File: config.mk
export PLATFORM = sky130hd
export DESIGN_NAME = dtc_timers
export DESIGN_NICKNAME = d
export VERILOG_FILES = /design/src/dtc_pkg.sv /design/src/dtc_sync.sv /design/src/dtc_timers.sv
export SDC_FILE = /design/constraint.sdc
export NUM_CORES = 1
export LEC_CHECK = 0
export ABC_AREA = 1
export BUFFER_PORTS_ARGS = -buffer_cell sky130_fd_sc_hd__buf_2
export CAP_MARGIN = 0
export CORE_MARGIN = 1
export CORE_UTILIZATION = 55
export DETAILED_ROUTE_END_ITERATION = 10
export PLACE_DENSITY = 0.86
export SYNTH_ARGS = -nofsm -noshare
export SYNTH_HDL_FRONTEND = slang
export SYNTH_SLANG_ARGS = --single-unit
File: constraint.sdc
create_clock -name clock -period 4.05 [get_ports clock]
set_input_delay 0.81 -clock clock [delete_from_list [all_inputs] [get_ports clock]]
set_output_delay 0.81 -clock clock [all_outputs]
set_load 0.005 [all_outputs]
File: src/dtc_pkg.sv
// Package with constants and carrier types for the dual timer block
package dtc_pkg;
  localparam logic [1:0] DTC_MODE_13BIT = 2'h0;
  localparam logic [1:0] DTC_MODE_16BIT = 2'h1;
  localparam logic [1:0] DTC_MODE_RELOAD = 2'h2;
  localparam logic [1:0] DTC_MODE_SPLIT = 2'h3;
  localparam logic [1:0] DTC_PRE_DIV4 = 2'h1;
  localparam logic [1:0] DTC_PRE_DIV48 = 2'h2;
  localparam logic [1:0] DTC_PRE_EXT8 = 2'h3;
  localparam int DTC_DIV4 = 4;
  localparam int DTC_DIV48 = 48;
  localparam int DTC_EXT_DIV8 = 8;
  localparam logic [7:0] DTC_MASK13_LOW = 8'h1F;
  localparam logic [7:0] DTC_BYTE_ONES = 8'hFF;
  localparam logic [7:0] DTC_BYTE_ZERO = 8'h00;

  // Per-timer control bits, as software holds them
  typedef struct packed {
    logic run;
    logic gate_select;
    logic source_select;
    logic [1:0] mode;
  } dtc_ctrl_t;

  // Software write to one count byte
  typedef struct packed {
    logic low_we;
    logic high_we;
    logic [7:0] data;
  } dtc_wr_t;
endpackage

File: src/dtc_sync.sv
// Three-stage input synchroniser with agreement filter
`timescale 1ns/1ps
`default_nettype none
module dtc_sync
  import dtc_pkg::*;
(
  input wire logic clock,
  input wire logic nrst,
  input wire logic din,
  output logic dout,
  output logic rise
);
  logic s1;
  logic s2;
  logic s3;
  logic agreed;
  wire change = (s2 == s3) && (s3 != agreed);

  always_ff @(posedge clock or negedge nrst) begin
    if (!nrst) begin
      s1 <= 1'b0;
      s2 <= 1'b0;
      s3 <= 1'b0;
      agreed <= 1'b0;
    end else begin
      s1 <= din;
      s2 <= s1;
      s3 <= s2;
      if (change) begin
        agreed <= s3;
      end
    end
  end

  assign dout = agreed;
  assign rise = change && s3;
endmodule
`default_nettype wire

File: src/dtc_timers.sv
// Two counter/timers with 13-bit, 16-bit, auto-reload and split modes
//
// Functional notes
// - Mode 1 counts the full 16 bits of the high and low bytes.
// - Mode 2 counts in the low byte and keeps the reload value in high.
// - Mode 2 low byte wrap from FF sets the overflow flag and reloads low.
// - A set overflow flag with its interrupt enabled raises the request.
// - Mode 2 never alters the reload byte; only software writes change it.
// - Timer 1 in mode 2 uses its own bits and behaves like timer 0, except while timer 0 is split.
// - Except timer 1 in mode 3 or while timer 0 is split, a timer counts when run is set and gate is 0 or the irq pin is active.
// - Mode 3 splits timer 0; its low byte uses timer 0 bits and sources.
// - In mode 3 the timer 0 high byte counts only internal clocks.
// - In mode 3 the timer 0 high byte runs on timer 1 run, sets its flag.
// - With timer 0 in mode 3, timer 1 takes no external clock and no flag.
// - With timer 0 in mode 3, timer 1 overflows still give baud ticks.
// - With timer 0 in mode 3, timer 1 runs in modes 0-2, stops in mode 3.
`timescale 1ns/1ps
`default_nettype none
module dtc_timers
  import dtc_pkg::*;
#(
  parameter int CNT_W = 16
)
(
  input wire logic clock,
  input wire logic nrst,
  input wire dtc_ctrl_t timer0_ctrl,
  input wire dtc_ctrl_t timer1_ctrl,
  input wire logic [1:0] timer_prescale_select,
  input wire logic timer1_clock_select,
  input wire logic timer0_irq_enable,
  input wire logic timer1_irq_enable,
  input wire logic ext_irq0_polarity,
  input wire logic ext_irq1_polarity,
  input wire logic ext_irq0_input,
  input wire logic ext_irq1_input,
  input wire logic timer0_count_input,
  input wire logic timer1_count_input,
  input wire logic external_clock,
  input wire dtc_wr_t timer0_write,
  input wire dtc_wr_t timer1_write,
  input wire logic timer0_flag_clear,
  input wire logic timer1_flag_clear,
  output logic [7:0] timer0_low_count,
  output logic [7:0] timer0_high_count,
  output logic [7:0] timer1_low_count,
  output logic [7:0] timer1_high_count,
  output logic timer0_overflow_flag,
  output logic timer1_overflow_flag,
  output logic timer0_irq_request,
  output logic timer1_irq_request,
  output logic timer1_overflow_tick
);
  // ****************************************
  // Input synchronisers
  // ****************************************
  logic irq0_level;
  logic irq1_level;
  logic cnt0_rise;
  logic cnt1_rise;
  logic external_clock_rise;

  // Three flops cost latency, but a pin glitch cannot count twice
  dtc_sync u_sync_irq0 (
    .clock(clock),
    .nrst(nrst),
    .din(ext_irq0_input),
    .dout(irq0_level),
    .rise()
  );
  dtc_sync u_sync_irq1 (
    .clock(clock),
    .nrst(nrst),
    .din(ext_irq1_input),
    .dout(irq1_level),
    .rise()
  );
  dtc_sync u_sync_cnt0 (
    .clock(clock),
    .nrst(nrst),
    .din(timer0_count_input),
    .dout(),
    .rise(cnt0_rise)
  );
  dtc_sync u_sync_cnt1 (
    .clock(clock),
    .nrst(nrst),
    .din(timer1_count_input),
    .dout(),
    .rise(cnt1_rise)
  );
  // External clock only paces a divider, so it is sampled like a pin
  dtc_sync u_sync_external_clock (
    .clock(clock),
    .nrst(nrst),
    .din(external_clock),
    .dout(),
    .rise(external_clock_rise)
  );

  // ****************************************
  // Prescaler
  // ****************************************
  logic [5:0] pre_div;
  logic [2:0] ext_div;
  logic pre_tick;
  wire sel_ext8 = (timer_prescale_select == DTC_PRE_EXT8);
  wire sel_div48 = (timer_prescale_select == DTC_PRE_DIV48);
  wire sel_div4 = (timer_prescale_select == DTC_PRE_DIV4);
  wire [5:0] pre_limit = sel_div48 ? 6'(DTC_DIV48 - 1) : 6'(DTC_DIV4 - 1);
  wire pre_wrap = (pre_div >= pre_limit);
  wire ext_wrap = (ext_div == 3'(DTC_EXT_DIV8 - 1));

  always_ff @(posedge clock or negedge nrst) begin
    if (!nrst) begin
      pre_div <= 6'h00;
      ext_div <= 3'h0;
    end else begin
      pre_div <= pre_wrap ? 6'h00 : pre_div + 6'h01;
      if (external_clock_rise) begin
        ext_div <= ext_div + 3'h1;
      end
    end
  end

  // Code 00 has no defined source; it is treated as divide by 4
  always_comb begin
    if (sel_ext8) begin
      pre_tick = external_clock_rise && ext_wrap;
    end else begin
      pre_tick = pre_wrap && (sel_div4 || sel_div48 ||
                              timer_prescale_select == 2'h0);
    end
  end

  // ****************************************
  // Count enables
  // ****************************************
  wire split_mode = (timer0_ctrl.mode == DTC_MODE_SPLIT);
  wire irq0_active = (irq0_level == ext_irq0_polarity);
  wire irq1_active = (irq1_level == ext_irq1_polarity);
  wire timer0_gate_select_ok = !timer0_ctrl.gate_select || irq0_active;
  wire gate1_ok = !timer1_ctrl.gate_select || irq1_active;
  // Timer 0 source is the count pin or the prescaled clock, timer 1 may bypass
  wire t0_src = timer0_ctrl.source_select ? cnt0_rise : pre_tick;
  wire t1_int = timer1_clock_select ? 1'b1 : pre_tick;
  // External count input is refused while timer 0 is split
  wire t1_src = (timer1_ctrl.source_select && !split_mode) ?
                cnt1_rise : t1_int;
  wire t0_inc = timer0_ctrl.run && timer0_gate_select_ok && t0_src;
  // Split high byte: timer 1 run, internal clock only
  wire th0_inc = split_mode && timer1_ctrl.run && pre_tick;
  // While split, timer 1 ignores its run bit; its mode and its gate start it
  wire t1_mode_ok = (timer1_ctrl.mode != DTC_MODE_SPLIT);
  wire t1_run = split_mode ? t1_mode_ok : timer1_ctrl.run;
  wire t1_inc = t1_run && t1_mode_ok && gate1_ok && t1_src;

  // ****************************************
  // Counter next values
  // ****************************************
  logic [7:0] next_t0_low;
  logic [7:0] next_t0_high;
  logic [7:0] next_t1_low;
  logic [7:0] next_t1_high;
  logic t0_ovf;
  logic t1_ovf;
  logic th0_ovf;

  function automatic logic [16:0] dtc_step(
    input logic [1:0] mode,
    input logic [7:0] low,
    input logic [7:0] high
  );
    logic [16:0] r;
    logic [13:0] c13;
    logic [16:0] c16;
    r = {1'b0, high, low};
    c13 = {1'b0, high, low[4:0]} + 14'h0001;
    c16 = {1'b0, high, low} + 17'h00001;
    case (mode)
      DTC_MODE_13BIT: begin
        r = {c13[13], c13[12:5], low[7:5], c13[4:0]};
      end
      DTC_MODE_16BIT: begin
        r = c16;
      end
      DTC_MODE_RELOAD: begin
        // High byte is the reload value and is never written here
        if (low == DTC_BYTE_ONES) begin
          r = {1'b1, high, high};
        end else begin
          r = {1'b0, high, low + 8'h01};
        end
      end
      default: begin
        r = {low == DTC_BYTE_ONES, high, low + 8'h01};
      end
    endcase
    return r;
  endfunction

  wire [16:0] t0_step = dtc_step(timer0_ctrl.mode, timer0_low_count,
                                 timer0_high_count);
  wire [16:0] t1_step = dtc_step(timer1_ctrl.mode, timer1_low_count,
                                 timer1_high_count);

  // Step results, named so the selection below reads plainly
  wire [7:0] t0_step_low = t0_step[7:0];
  wire [7:0] t0_step_high = t0_step[15:8];
  wire t0_step_ovf = t0_step[16];
  wire [7:0] t1_step_low = t1_step[7:0];
  wire [7:0] t1_step_high = t1_step[15:8];
  wire t1_step_ovf = t1_step[16];
  // Split high byte is a plain 8-bit counter
  wire [7:0] th0_step = timer0_high_count + 8'h01;
  wire th0_step_ovf = (timer0_high_count == DTC_BYTE_ONES);

  always_comb begin
    next_t0_low = timer0_low_count;
    next_t0_high = timer0_high_count;
    next_t1_low = timer1_low_count;
    next_t1_high = timer1_high_count;
    t0_ovf = 1'b0;
    t1_ovf = 1'b0;
    th0_ovf = 1'b0;
    if (t0_inc) begin
      next_t0_low = t0_step_low;
      if (!split_mode) begin
        next_t0_high = t0_step_high;
      end
      t0_ovf = t0_step_ovf;
    end
    if (th0_inc) begin
      next_t0_high = th0_step;
      th0_ovf = th0_step_ovf;
    end
    if (t1_inc) begin
      next_t1_low = t1_step_low;
      next_t1_high = t1_step_high;
      t1_ovf = t1_step_ovf;
    end
    // Software writes take priority over counting
    if (timer0_write.low_we) begin
      next_t0_low = timer0_write.data;
    end
    if (timer0_write.high_we) begin
      next_t0_high = timer0_write.data;
    end
    if (timer1_write.low_we) begin
      next_t1_low = timer1_write.data;
    end
    if (timer1_write.high_we) begin
      next_t1_high = timer1_write.data;
    end
  end

  // Timer 1 flag source depends on the split
  wire set_tf1 = split_mode ? th0_ovf : t1_ovf;

  // ****************************************
  // State registers
  // ****************************************
  always_ff @(posedge clock or negedge nrst) begin
    if (!nrst) begin
      timer0_low_count <= DTC_BYTE_ZERO;
      timer0_high_count <= DTC_BYTE_ZERO;
      timer1_low_count <= DTC_BYTE_ZERO;
      timer1_high_count <= DTC_BYTE_ZERO;
    end else begin
      timer0_low_count <= next_t0_low;
      timer0_high_count <= next_t0_high;
      timer1_low_count <= next_t1_low;
      timer1_high_count <= next_t1_high;
    end
  end

  // ****************************************
  // Overflow flags and baud tick
  // ****************************************
  // Set wins over a clear in the same cycle, so no overflow is lost
  wire next_tf0 = t0_ovf ||
                  (timer0_overflow_flag && !timer0_flag_clear);
  wire next_tf1 = set_tf1 ||
                  (timer1_overflow_flag && !timer1_flag_clear);
  // The tick bypasses the flag path, so baud timing survives the split
  wire next_tick = t1_ovf;

  always_ff @(posedge clock or negedge nrst) begin
    if (!nrst) begin
      timer0_overflow_flag <= 1'b0;
      timer1_overflow_flag <= 1'b0;
      timer1_overflow_tick <= 1'b0;
    end else begin
      timer0_overflow_flag <= next_tf0;
      timer1_overflow_flag <= next_tf1;
      timer1_overflow_tick <= next_tick;
    end
  end

  assign timer0_irq_request = timer0_overflow_flag && timer0_irq_enable;
  assign timer1_irq_request = timer1_overflow_flag && timer1_irq_enable;
endmodule
`default_nettype wire

---- After elaboration in Yosys (flattened, before gate mapping) ----
Cells that the tools add are included.
storage, ports and cells
  flip-flop bits (word level) ............. 64
  latch bits .............................. 0
  RAM bits ................................ 0
  ROM bits ................................ 0
  word-level logic and storage cells ...... 142
  memories ................................ 0
cells by class
  add/sub/neg operators ................... 9
  $mul .................................... 0
  div/mod/pow operators ................... 0
  $lt $le $gt $ge ......................... 1
  equal/unequal tests ..................... 30
  shift operators ......................... 0
  mux-type cells .......................... 25
  bitwise gates (word level) .............. 0
  reductions and logical operators ........ 46
operators with widths
  operator                                        count
  case mux 17 bit (3 select lines)                2
  two-way mux 8 bit                               10
  adder 16 x 1 -> 17 bit (second input constant)  2
  two-way mux 17 bit                              2
  adder 13 x 1 -> 14 bit (second input constant)  2
  adder 8 x 1 -> 8 bit (second input constant)    3
  == test 8 bit (second input constant)           3
  logical AND 1 bit                               22
  two-way mux 6 bit                               2
  == test 2 bit (second input constant)           5
  two-way mux 1 bit                               9
  inequality test 2 bit (second input constant)   4
  == test 1 bit                                   7
  adder 6 x 1 -> 6 bit (second input constant)    1
  == test 2 x 1 -> 1 bit (second input constant)  3
  >= comparator 6 bit                             1
  zero test 2 bit                                 3
  logical OR 1 bit                                6
  nonzero test 2 bit                              3
  nonzero test 3 bit                              2
  zero test 1 bit                                 5
  inequality test 1 bit                           5
  AND reduction 2 bit                             2
  AND reduction 4 bit                             1
  other kinds (6)                                 6

---- Logic depth before layout (Yosys ltp) ----
  depth in word-level cells ............... 11
  depth in mapped cells ................... 14

---- Cells and area by module ----
Synthesis repeated with hierarchy kept, for this count alone.
second synthesis, totals
  cells, all modules ...................... 697
  area total of the unflattened synthesis .. 4643.2 sq um
modules (own cells, without submodules)
  module      instances  cells each  area each (sq um)  seq. area each (sq um)
  dtc_timers  1          652         4042.6             1101.1
  dtc_sync    5          9           120.1              100.1

---- Worst setup path before layout ----
OpenSTA, ideal clock, no wires.
  kind .................................... input port to flip-flop
  start ................................... in timer_prescale_select[0]
  end ..................................... reg timer0_high_count[0]
  library setup time ...................... 117 ps
  arrival time ............................ 2134 ps
  data required time ...................... 3933 ps
  slack ................................... 1798 ps
  stages .................................. 14
  path buffers ............................ 0
  path through ............................ inv_1 > nand2_1 > ha_1 > inv_1 > nor2_1 > nand2_1 > nand4_4 > nand2_2 > nand2_2 > nand3_2 > nand2_4 > inv_2 > nand2_1 > nand2_1
on the way
  longest elaborated chain between the ends .. 9
RTL lines
  element                                                  line                                  text
  from (decl)                                              dtc_timers.sv:29                      input wire logic [1:0] timer_prescale_select,
  == test 2 bit or == test 2 x 1 -> 1 bit (tied branches)  dtc_timers.sv:108, dtc_timers.sv:109
  two-way mux 6 bit or logical OR 1 bit (tied branches)    dtc_timers.sv:110, dtc_timers.sv:131
  >= comparator 6 bit or logical OR 1 bit (tied branches)  dtc_timers.sv:111, dtc_timers.sv:131
  logical AND 1 bit                                        dtc_timers.sv:131                     pre_tick = pre_wrap && (sel_div4 || sel_div48 ||
  two-way mux 1 bit (*)                                    dtc_timers.sv:128                     if (sel_ext8) begin
  two-way mux 1 bit                                        dtc_timers.sv:145                     wire t0_src = timer0_ctrl.source_select ? cnt0_rise : pre_tick;
  logical AND 1 bit                                        dtc_timers.sv:150                     wire t0_inc = timer0_ctrl.run && timer0_gate_select_ok && t0_src;
  nonzero test 3 bit (no line)                             --
  AND reduction 4 bit (no line)                            --
  to (signal assigned)                                     dtc_timers.sv:271                     timer0_high_count <= next_t0_high;
  to (decl)                                                dtc_timers.sv:45                      output logic [7:0] timer0_high_count,
Mark *: on every way between the ends. The rest lies on a longest branch, timed or not.
A chain may end at the register's enable or synchronous reset.

---- Worst setup path in the final report ----
  start ................................... in timer_prescale_select[0]
  end ..................................... reg timer0_low_count[2]
on the way
  longest elaborated chain between the ends .. 8
RTL lines
  element                                                  line                                  text
  == test 2 bit or == test 2 x 1 -> 1 bit (tied branches)  dtc_timers.sv:108, dtc_timers.sv:109
  two-way mux 6 bit or logical OR 1 bit (tied branches)    dtc_timers.sv:110, dtc_timers.sv:131
  >= comparator 6 bit or logical OR 1 bit (tied branches)  dtc_timers.sv:111, dtc_timers.sv:131
  logical AND 1 bit                                        dtc_timers.sv:131
  two-way mux 1 bit (*)                                    dtc_timers.sv:128
  two-way mux 1 bit (*)                                    dtc_timers.sv:145
  logical AND 1 bit (*)                                    dtc_timers.sv:150
  nonzero test 2 bit (no line) (*)                         --
  to (signal assigned)                                     dtc_timers.sv:270                     timer0_low_count <= next_t0_low;
  to (decl)                                                dtc_timers.sv:44                      output logic [7:0] timer0_low_count,
Marked as above.

==> flow_summary.toml <==
[outcome]
status = "completed"

[route]
ant_nets = 0
post_drt_wl_per_cell_um = 14.82
vias = 4801
first_pass_iters = 8
drt-total-wl_um = 12830
vias_per_cell = 5.544
drc = 0
drt_iter0_markers = 324

[worst_setup_path]
max_stage_delay_ns = 0.33
crit_arrival_ns = 2.52
critPathRequiredTime_ns = 4.31
cp_slowest_cell = "ha_1"
endpoint_kind = "flop"
criticalPathCategory = "input pin to flop"
worstPathCellList = "buf_2 -> inv_1 -> nand2_1 -> ha_1 -> inv_1 -> nor2_1 -> nand2_1 -> nand4_4 -> nand2_2 -> nand2_2 -> nand2_2 -> nor2_2 -> nand2_1 -> o211ai_1"
worstSetupStartpointType = "input pin"
cp_max_fo = 9

[timing]
report.final.setup_viol = 0
fmax_mhz = 441.2
setup_tns_ns = 0
timing.final.crit_share = 0.5597
rsz0062_at_grt = "false"
slew_viol_final = 0
relSlewSlack = 0.4696
period_needed_ns = 2.267
finalHoldViolations = 0
clock-skew-final_ns = 0.006729
worst_pin_slew_ns = 0.7955

[clocking]
cts.clk_slew.worst_paths_ns = 0.07
post_cts_buffers = 0
clk_latency_ns = 0.35
cts_sinks = 64
cts-hold-fix-buffers = 0
clockBufferDepth = 2
cts_buffers = 9
cts_resized = 0
cts_root_buffer = "clkbuf_8"
h-tree-depth = 3
cts_tree = "yes"

[global_routing]
grt.met3_usage = 0.05744
grtUsageMet1 = 0.3938
grt_busiest_layer = "met2"
grt_pass1_wl_um = 20960
use_met2 = 0.5073
grt_max_degree = 35
grt_pass1_vias = 4481
antenna_found_initial = 0
grt-ovfl-total = 0
track_usage = 0.3093

[power]
power.share.sequential = 0.443
clkPwrFrac = 0.253
p_sw_uw = 792.5
finalPower_mw = 2.018
cellPowerDensity_mw_per_mm2 = 379.9
vdd_drop_max_mv = 0.2055
leakage_nw = 2.828
power.internal_mw = 1.225
p_comb_frac = 0.304
power.share.switching = 0.3928

[layout]
final_cells = 866
utilization = 0.6495
fin_area_sq_mm = 0.005310
seqCellArea_sq_mm = 0.001602
area.growth.synth_to_final_pct = 14.61
multi_input_area_sq_mm = 0.002693
diodes = 0
fin_nets = 811
fillers = 755
drive_gt1_frac = 0.2011

[floorplanning]
die_area_sq_mm = 0.008795
rows = 33
ios = 83
start_util = 0.5667
floorplan.die.width_um = 93.78
core_sq_mm = 0.008175
die_y_um = 93.78

[synthesis]
ys_ff_latch = 64
syn_avg_cell_area_sq_um = 6.895
netlist_instances = 672
ys_seq_area_frac = 0.3457
mappedNetlistArea_sq_mm = 0.004633
post_synth_num_cell_types = 44
yosys_warnings = 0
syn-num-nets = 727

[flow_run]
maxCapViolCount = 0

[place]
place_area_sq_mm = 0.005129
io_buffers = 82
routabilityCongestion = 0.9918
dp_hpwl_um = 9782
dp_cells = 850

[min_path]
min_path_type = "flop to flop"
power groups by stage:
| stage | sequential, mW | combinational, mW | clock [mW] |
|---|---|---|---|
| floorplan | 0.852 | 0.435 | 0 |
| global placement | 0.895 | 0.582 | 0 |
| CTS | 0.891 | 0.611 | 0.520 |
| detailed placement | 0.902 | 0.608 | 0 |
| global route | 0.911 | 0.701 | 0.552 |
| finish | 0.895 | 0.612 | 0.510 |
state kept, by name, indices dropped and copies added (netlist names), 3 cells and up:
register           count
timer0_high_count      8
ext_div                3
timer1_high_count      8
pre_div                6
timer1_low_count       8
timer0_low_count       8
cell usage in the layout, fill, tap and decap left out, types with 6 or more instances in the layout:
cell      instances
clkbuf_8         10
nand2_4           8
nand2_1         222
nand3_1          71
xor2_1            8
nand2_2           7
inv_1            65
o21ai_0          35
nand4_1          19
buf_2            82
dfrtp_1          64
o21ai_1          16
a21oi_1          21
or2_2             6
nor2_2            6
nor2_1           58
ha_1              9
worst max-delay path: cells and delay by family:
family / cells / cell delay (ns)
AND/OR/NAND/NOR: 9 / 1.07
adder cells (fa/ha/maj): 1 / 0.33
AO/OA/AOI/OAI: 1 / 0.11
buffers and inverters: 3 / 0.19
cell type report:
type,count,share of cell area
Multi-Input combinational cell,524,0.5071
Sequential cell,64,0.3016
Timing Repair Buffer,83,0.07870
Inverter,74,0.05372
Clock buffer,10,0.02592
Tap cell,105,0.02474
Clock inverter,6,0.008247
worst paths after layout:
path,from,end,slack [ns],cells after the start
max in group asynchronous,nrst,u_sync_cnt1.s2,2.63,2
max reg2reg,timer0_high_count[0],timer0_high_count[2],1.88,12
min reg2reg,u_sync_cnt0.s1,u_sync_cnt0.s2,0.35,0
min in group asynchronous,nrst,timer0_low_count[7],0.54,1
max,timer_prescale_select[0],timer0_low_count[2],1.78,14
min,u_sync_cnt0.s1,u_sync_cnt0.s2,0.35,0
cell usage after synthesis:
| cell type | number | area, sq um |
|---|---|---|
| a21oi_1 | 21 | 105.1 |
| a21oi_2 | 2 | 17.52 |
| a22oi_1 | 1 | 7.510 |
| a31oi_1 | 2 | 12.51 |
| and2_1 | 1 | 6.260 |
| buf_2 | 6 | 30.03 |
| buf_6 | 1 | 11.26 |
| clkbuf_1 | 2 | 7.510 |
| clkbuf_2 | 1 | 5.000 |
| clkinv_1 | 1 | 3.750 |
| clkinv_2 | 2 | 10.01 |
| clkinv_4 | 1 | 8.760 |
| dfrtp_1 | 64 | 1602 |
| ha_1 | 9 | 112.6 |
| inv_1 | 65 | 244.0 |
| inv_2 | 5 | 18.77 |
| maj3_1 | 3 | 30.03 |
| mux2_2 | 2 | 22.52 |
| nand2_1 | 222 | 833.3 |
| nand2_2 | 7 | 43.79 |
| nand2_4 | 8 | 90.09 |
| nand3_1 | 71 | 355.3 |
| nand3_2 | 4 | 40.04 |
| nand3_4 | 1 | 17.52 |
| nand3b_4 | 2 | 40.04 |
| nand4_1 | 19 | 118.9 |
| nand4_4 | 1 | 21.27 |
| nor2_1 | 58 | 217.7 |
| nor2_2 | 6 | 37.54 |
| nor2_4 | 2 | 22.52 |
| nor2_8 | 2 | 40.04 |
| nor3_1 | 1 | 5.000 |
| nor3_2 | 1 | 10.01 |
| nor3_4 | 1 | 16.27 |
| nor3b_1 | 2 | 15.01 |
| o211ai_1 | 1 | 7.510 |
| o21ai_0 | 35 | 175.2 |
| o21ai_1 | 16 | 80.08 |
| o21bai_1 | 2 | 15.01 |
| o21bai_4 | 1 | 18.77 |
| o22ai_1 | 1 | 6.260 |
| or2_2 | 6 | 37.54 |
| xnor2_1 | 5 | 43.79 |
| xor2_1 | 8 | 70.07 |
layer usage:
layer | vias to the layer above | share of wire | routed length [um]
met5 | - | 0 | 0
met4 | 0 | 0.032 | 406
met3 | 39 | 0.074 | 953
met2 | 219 | 0.48 | 6144
met1 | 2190 | 0.42 | 5325
li1 | 2353 | - | -
metrics by stage:
| step | hold slack (ns) | worst slack (ns) |
|---|---|---|
| after detailed placement | 0.3347 | 1.448 |
| after floorplan | 0.3312 | 1.798 |
| after CTS | 0.3514 | 1.819 |
| after global routing | 0.3593 | 1.575 |
| final | 0.3500 | 1.783 |
| after global placement | 0.3345 | 1.553 |
kinds of logic (layout without fill, tap and decap cells):
kind of cell,count (synthesis),count (layout),share of synthesized area
compound gates,82,82,0.09614
simple gates,415,415,0.4248
xor+xnor,13,13,0.02457
mux,2,2,0.004861
fa+ha+maj,12,12,0.03079
buf+inv,84,173,0.07318
flops,64,64,0.3457
(Power assumes the default switching activity.)
